<file path="src/shared/frt_capture_pkg.sv">
// constants and carrier types for the free-running timer with capture
package frt_capture_pkg;
  localparam int          CLK_MHZ         = 250;
  localparam int          TICK_NS         = 1000;
  localparam int          CLK_PERIOD_NS   = 1000 / CLK_MHZ;
  localparam int          US_CYCLES       = TICK_NS / CLK_PERIOD_NS;
  localparam int          US_CNT_W        = 8;
  localparam logic [7:0]  US_LAST         = 8'(US_CYCLES - 1);
  localparam int          TIMER_W         = 16;
  localparam logic [15:0] TIMER_RST       = 16'h0000;
  localparam logic [15:0] TIMER_MAX       = 16'hFFFF;
  localparam int          PERIODIC_US     = 1024;
  localparam int          PERIODIC_BIT    = $clog2(PERIODIC_US);
  localparam logic [9:0]  PERIODIC_MASK   = 10'h3FF;
  localparam int          SLICE_W         = 8;
  localparam int          SLICE_SEL_W     = 4;
  localparam logic [7:0]  CAP_RST         = 8'h00;
  localparam logic [15:0] INTERVAL_RST    = 16'h0000;

  typedef struct packed {
    logic [SLICE_SEL_W-1:0] slice_sel_a;
    logic [SLICE_SEL_W-1:0] slice_sel_b;
    logic                   gang_en;
    logic                   rise_en_a;
    logic                   fall_en_a;
    logic                   rise_en_b;
    logic                   fall_en_b;
  } cap_cfg_t;

  typedef struct packed {
    logic [SLICE_W-1:0] rise_a;
    logic [SLICE_W-1:0] fall_a;
    logic [SLICE_W-1:0] rise_b;
    logic [SLICE_W-1:0] fall_b;
  } cap_vals_t;

  typedef struct packed {
    logic interval;
    logic periodic;
    logic wrap;
    logic capture_a;
    logic capture_b;
  } timer_irq_t;
endpackage

</file>
<file path="src/logic/frt_capture.sv">
// free-running 16-bit timer with interval, periodic, wrap and two capture channels
`timescale 1ns/1ps
module frt_capture (
  input  wire logic                         clk,
  input  wire logic                         nrst,
  input  wire logic                         capture_input_a,
  input  wire logic                         capture_input_b,
  input  wire logic [15:0]                  interval,
  input  wire frt_capture_pkg::cap_cfg_t    cap_cfg,
  input  wire frt_capture_pkg::timer_irq_t  irq_mask,
  output logic      [15:0]                  timer_r,
  output frt_capture_pkg::cap_vals_t        cap_vals_r,
  output frt_capture_pkg::timer_irq_t       irq_r
);
  logic [7:0]  us_cnt_r;
  logic        us_tick;
  logic [15:0] timer_nxt;
  logic [15:0] interval_cnt_r;
  logic        in_a_r;
  logic        in_b_r;
  logic        rise_a;
  logic        fall_a;
  logic        rise_b;
  logic        fall_b;
  logic        save_a;
  logic        save_b;
  logic [7:0]  slice_a;
  logic [7:0]  slice_b;
  logic        ev_interval;
  logic        ev_periodic;
  logic        ev_wrap;

  // microsecond enable from the 250 MHz clock
  always_ff @(posedge clk) begin
    if (!nrst) begin
      us_cnt_r <= 8'h00;
    end else if (us_tick) begin
      us_cnt_r <= 8'h00;
    end else begin
      us_cnt_r <= us_cnt_r + 8'h01;
    end
  end
  assign us_tick = (us_cnt_r == frt_capture_pkg::US_LAST);

  assign timer_nxt = timer_r + 16'h0001;

  always_ff @(posedge clk) begin
    if (!nrst) begin
      timer_r <= frt_capture_pkg::TIMER_RST;
    end else if (us_tick) begin
      timer_r <= timer_nxt;
    end
  end

  // interval counter reloads on its last count so the period is interval ticks
  // zero interval disables it
  always_ff @(posedge clk) begin
    if (!nrst) begin
      interval_cnt_r <= frt_capture_pkg::INTERVAL_RST;
    end else if (us_tick) begin
      if (interval_cnt_r <= 16'h0001) begin
        interval_cnt_r <= interval;
      end else begin
        interval_cnt_r <= interval_cnt_r - 16'h0001;
      end
    end
  end
  assign ev_interval = us_tick && (interval != 16'h0000) && (interval_cnt_r == 16'h0001);
  assign ev_periodic = us_tick &&
    ((timer_nxt[frt_capture_pkg::PERIODIC_BIT-1:0] & frt_capture_pkg::PERIODIC_MASK) == 10'h000);
  assign ev_wrap = us_tick && (timer_r == frt_capture_pkg::TIMER_MAX);

  // inputs are synchronous; one stage for edge detection
  always_ff @(posedge clk) begin
    if (!nrst) begin
      in_a_r <= 1'b0;
      in_b_r <= 1'b0;
    end else begin
      in_a_r <= capture_input_a;
      in_b_r <= capture_input_b;
    end
  end
  assign rise_a = capture_input_a & ~in_a_r & cap_cfg.rise_en_a;
  assign fall_a = ~capture_input_a & in_a_r & cap_cfg.fall_en_a;
  assign rise_b = capture_input_b & ~in_b_r & cap_cfg.rise_en_b;
  assign fall_b = ~capture_input_b & in_b_r & cap_cfg.fall_en_b;

  // slice select picks timer bits [sel+7:sel]; ganged mode uses a's edge for both bytes
  always_comb begin
    slice_a = 8'(timer_r >> cap_cfg.slice_sel_a);
    slice_b = 8'(timer_r >> cap_cfg.slice_sel_b);
    if (cap_cfg.gang_en) begin
      slice_a = timer_r[7:0];
      slice_b = timer_r[15:8];
    end
  end

  always_ff @(posedge clk) begin
    if (!nrst) begin
      cap_vals_r <= {4{frt_capture_pkg::CAP_RST}};
    end else begin
      if (rise_a) begin
        cap_vals_r.rise_a <= slice_a;
      end
      if (fall_a) begin
        cap_vals_r.fall_a <= slice_a;
      end
      if (cap_cfg.gang_en ? rise_a : rise_b) begin
        cap_vals_r.rise_b <= slice_b;
      end
      if (cap_cfg.gang_en ? fall_a : fall_b) begin
        cap_vals_r.fall_b <= slice_b;
      end
    end
  end
  assign save_a = rise_a | fall_a;
  assign save_b = cap_cfg.gang_en ? 1'b0 : (rise_b | fall_b);

  // interrupt requests are one-cycle pulses, gated by mask
  always_ff @(posedge clk) begin
    if (!nrst) begin
      irq_r <= '0;
    end else begin
      irq_r.interval  <= ev_interval & irq_mask.interval;
      irq_r.periodic  <= ev_periodic & irq_mask.periodic;
      irq_r.wrap      <= ev_wrap & irq_mask.wrap;
      irq_r.capture_a <= save_a & irq_mask.capture_a;
      irq_r.capture_b <= save_b & irq_mask.capture_b;
    end
  end
endmodule // frt_capture

</file>
<file path="config.mk">
export PLATFORM = sky130hd
export DESIGN_NAME = frt_capture
export DESIGN_NICKNAME = d
export VERILOG_FILES = /design/src/shared/frt_capture_pkg.sv /design/src/logic/frt_capture.sv
export SDC_FILE = /design/constraint.sdc
export NUM_CORES = 1
export LEC_CHECK = 0
export ABC_AREA = 0
export ABC_CLOCK_PERIOD_IN_PS = 2750
export BUFFER_PORTS_ARGS = -buffer_cell sky130_fd_sc_hd__buf_4
export CAP_MARGIN = 20
export CELL_PAD_IN_SITES_DETAIL_PLACEMENT = 1
export CELL_PAD_IN_SITES_GLOBAL_PLACEMENT = 1
export CORE_MARGIN = 2
export CORE_UTILIZATION = 43
export CTS_CLUSTER_SIZE = 40
export DETAILED_ROUTE_END_ITERATION = 16
export GPL_ROUTABILITY_DRIVEN = 1
export HOLD_SLACK_MARGIN = 0.06
export MAX_ROUTING_LAYER = met4
export PLACE_DENSITY = 0.91
export SYNTH_ARGS = -nofsm -noshare
export SYNTH_HDL_FRONTEND = slang
export SYNTH_SLANG_ARGS = --single-unit
</file>
<file path="constraint.sdc">
create_clock -name clk -period 2.75 [get_ports clk]
set_clock_uncertainty 0.1 [all_clocks]
set_input_delay 0.55 -clock clk [delete_from_list [all_inputs] [get_ports clk]]
set_output_delay 0.55 -clock clk [all_outputs]
set_load 0.02 [all_outputs]
</file>
==> impl.org <==
** Min path
- Hold Crit Class :: in -> reg
- HP Start :: capture_input_b

** Worst setup path
- Data arrival time of the worst path :: 2.59 ns
- At the worst endpoint, the required time is 2.88 ns.
- STA classifies the critical path endpoint as a flip-flop.
- STA classifies the critical path startpoint as a flip-flop.
- Slowest cell on the critical path :: sky130_fd_sc_hd__nor2_1
- Crit path buffers/inverters :: 0
- Broken down by cell family, the worst path's largest delay share belongs to simple AND/OR/NAND/NOR gates.
- Of all nets on the critical path, the largest fanout is 8.
- The critical path is of the reg -> reg type.
- The worst register-to-register path begins at interval_cnt_r[9].
- Max incr delay on CP :: 0.55 ns
- Cells along the critical path :: nor4_2, nand3b_1, nor2_1, o21ai_0, a221oi_1
- The critical path starts at interval_cnt_r[9].

** Synthesis
- Number of enable-type register cells in the synthesized netlist :: 0
- After synthesis, the mean cell area works out to 8.65 sq um.
- Counting flops and latches in the post-synthesis netlist gives 79.
- Post-synthesis instance area :: 5220 sq um
- Cell type with the highest aggregate area in the netlist :: sky130_fd_sc_hd__dfxtp_1
- The number of nets in the synthesized netlist is 647.
- Post-synth ARST share :: 0%
- Instance count of the mapped netlist :: 604
- By area the synthesized netlist is led by sky130_fd_sc_hd__dfxtp_1, sky130_fd_sc_hd__mux4_2, sky130_fd_sc_hd__mux2i_1, sky130_fd_sc_hd__o21ai_0, sky130_fd_sc_hd__nand3_1.
- Share of synthesized area occupied by flip-flops and latches :: 30.3%
- The top cell type by area accounts for 30.3% of the synthesized area.
- For this run, the number of Yosys warnings is 0.
- Yosys mapped the design onto 62 distinct sky130hd cell types.
- Most instantiated flip-flop cell in the synthesis netlist :: sky130_fd_sc_hd__dfxtp_1

** Floorplan
- Starting density of the core :: 43.9%
- The die covers 13000 sq um.
- Horizontal extent of the die :: 114 microns
- Pin placement for this block handled 91 I/O pins.
- Core footprint :: 11900 sq um
- Floorplan die height :: 114 microns
- Placement Rows :: 40

** Timing
- The worst pin sits at a relative slew slack of 48.6%.
- Setup slack on the critical path of the routed design comes to 0.290 ns.
- RSZ-0062 raised after global routing :: false
- Final hold vios :: 0
- For this run, the top clock speed supported by timing is 407 MHz.
- The routed design could run at a clock period as short as 2.46 ns.
- The worst path uses 89.5% of the clock period.
- Number of setup violations in the final report :: 0
- The count of final max-slew check failures is 0.
- Across all hold checks on the routed design, the worst slack comes to 0.323 ns.
- Setup total negative slack on the finished layout was measured at 0 ns.
- For the pin with the worst max-slew slack, the measured transition is 0.769 ns.

** Routing
- Vias after detailed routing :: 5252
- Number of detailed-route iterations in the first pass :: 4
- 1st-iter DRT viols :: 381
- DRC viols :: 0
- In the final routed layout, each cell accounts on average for 21.9 microns.
- Summed over all layers, the routed wires come to 17900 microns.
- After detailed routing, the number of vias per cell comes to 6.44.
- Antenna-violating nets left :: 0

** Status
- Status :: finished clean

** Clocking
- Postcts setup bufs :: 0
- In this run, CTS created clock tree buffers numbering 9.
- Buffers inserted to repair hold after CTS numbered 0.
- Root buffer cell :: sky130_fd_sc_hd__clkbuf_16
- Number of instances resized during post-cts repair :: 0
- Deepest clock path buffer count :: 2
- For the worst-skew pair, the clock arrives at the later sink with an insertion delay of 0.35 ns.
- TritonCTS built the clock tree.
- Clock-pin slew on the worst setup and hold paths :: 0.06 ns
- Number of H-tree levels :: 3
- Clock net sink count :: 79

** GRT
- Global routing used 29.1% of the available tracks.
- The number of antenna violations at the first check in global routing came to 0.
- Via count of the first global-routing pass :: 5520
- Gr ovfl total :: 0
- Entering global routing, the biggest net connects 44 pins.
- The first global-routing pass estimated 29100 microns of wire.

** Power and ir drop
- IR analysis of the VDD net gives a maximum drop of 0.225 mV.
- Final Power :: 0.00275 W
- The analysis attributes to cell leakage a power of 2.47 nW.
- Power Dens Cells :: 437 nW/um^2

** Layout
- Ant. Diodes :: 0
- Area grow syn2layout :: 20.5%
- Most common cell after layout, fill and taps aside :: sky130_fd_sc_hd__buf_4
- Net count of the finished layout :: 707
- Ratio of cells with drive above 1 in the final layout :: 26.2%
- Highest-count cells in the layout ignoring fill and taps :: sky130_fd_sc_hd__buf_4, sky130_fd_sc_hd__dfxtp_1, sky130_fd_sc_hd__nand2_1
- FILL cells :: 1388

** Placed design
- Detailed placement ended at an HPWL of 12600 microns.
- Global placer's final weighted congestion :: 0.894
- Count of buffers from port buffering :: 90
- Prior to clock tree synthesis, the placed netlist has a worst setup slack of 0.371 ns.

** Run
- Number of violations of the max-capacitance limit :: 0
-- cells in the mapped netlist, types with 5 or more instances --
master	instances
sky130_fd_sc_hd__o211ai_1	8
sky130_fd_sc_hd__nor4_1	16
sky130_fd_sc_hd__o21ai_0	43
sky130_fd_sc_hd__o21a_1	7
sky130_fd_sc_hd__o221a_2	5
sky130_fd_sc_hd__nand3b_1	7
sky130_fd_sc_hd__xor2_1	6
sky130_fd_sc_hd__nand2_1	46
sky130_fd_sc_hd__inv_1	13
sky130_fd_sc_hd__and3_1	9
sky130_fd_sc_hd__nor2_1	39
sky130_fd_sc_hd__dfxtp_1	79
sky130_fd_sc_hd__a211oi_1	7
sky130_fd_sc_hd__nor3_1	22
sky130_fd_sc_hd__a31oi_1	6
sky130_fd_sc_hd__a21oi_1	34
sky130_fd_sc_hd__mux4_2	29
sky130_fd_sc_hd__xnor2_1	15
sky130_fd_sc_hd__clkbuf_1	43
sky130_fd_sc_hd__mux2i_1	33
sky130_fd_sc_hd__nand3_1	37
sky130_fd_sc_hd__nand2b_1	6
sky130_fd_sc_hd__ha_1	5
sky130_fd_sc_hd__nand4_1	5
sky130_fd_sc_hd__buf_2	12
-- per-layer routing --
| layer | track usage [%] | wire length (microns) |
|---|---|---|
| met1 | 34.1 | 7250 |
| met2 | 49.0 | 9200 |
| met3 | 5.40 | 997 |
| met4 | 12.7 | 446 |
| met5 | - | 0 |
-- stage by stage --
step                      instances  cell area (sq um)  util, %
final                           816               6300     52.9
after global routing            816               6300     52.9
after CTS                       816               6300     52.9
after detailed placement        800               5980     50.2
after global placement          800               5980     50.2
after floorplan                 604               5220        -
-- path summary, 6_finish.rpt --
check / slack, ns / to / depth (start not counted)
setup / recovery: 0.29 / interval_cnt_r[9] / 5
hold / removal: 0.32 / in_b_r / 2
setup reg to reg: 0.29 / interval_cnt_r[9] / 5
hold reg to reg: 0.36 / cap_vals_r[16] / 2
-- kinds of logic (layout without fill, tap and decap cells) --
kind of cell / Yosys count / after routing / share of synthesized area [%]
fa+ha+maj: 5 / 5 / 1.20
xor+xnor: 21 / 21 / 3.52
compound gates: 145 / 145 / 17.9
buf+inv: 71 / 136 / 5.39
mux: 66 / 66 / 19.7
flops: 79 / 79 / 30.3
simple gates: 217 / 217 / 22.0
-- flip-flops by register name (all words and copies together) (netlist names) --
signal,cells
cap_vals_r,32
interval_cnt_r,16
timer_r,16
us_cnt_r,8
irq_r,5
in_a_r,1
in_b_r,1
-- layout make-up --
type	instances	area, sq um	area share (%)
clock buffers	12	267	4.23
clock inverters	4	51.3	0.815
inverters	13	48.8	0.775
multi-input cells	454	3360	53.4
flip-flops and latches	79	1580	25.1
well taps	147	184	2.92
repair buffers	107	803	12.8
-- where the power goes --
| part | internal [W] | total, W | leakage (nW) | switching [W] |
|---|---|---|---|---|
| logic | 0.000118 | 0.000289 | 1.68 | 0.000171 |
| registers | 0.00117 | 0.00118 | 0.640 | 0.0000147 |
| clock network | 0.000779 | 0.00128 | 0.155 | 0.000500 |
| total | 0.00206 | 0.00275 | 2.47 | 0.000686 |
Power figures use the tool's default switching activity.
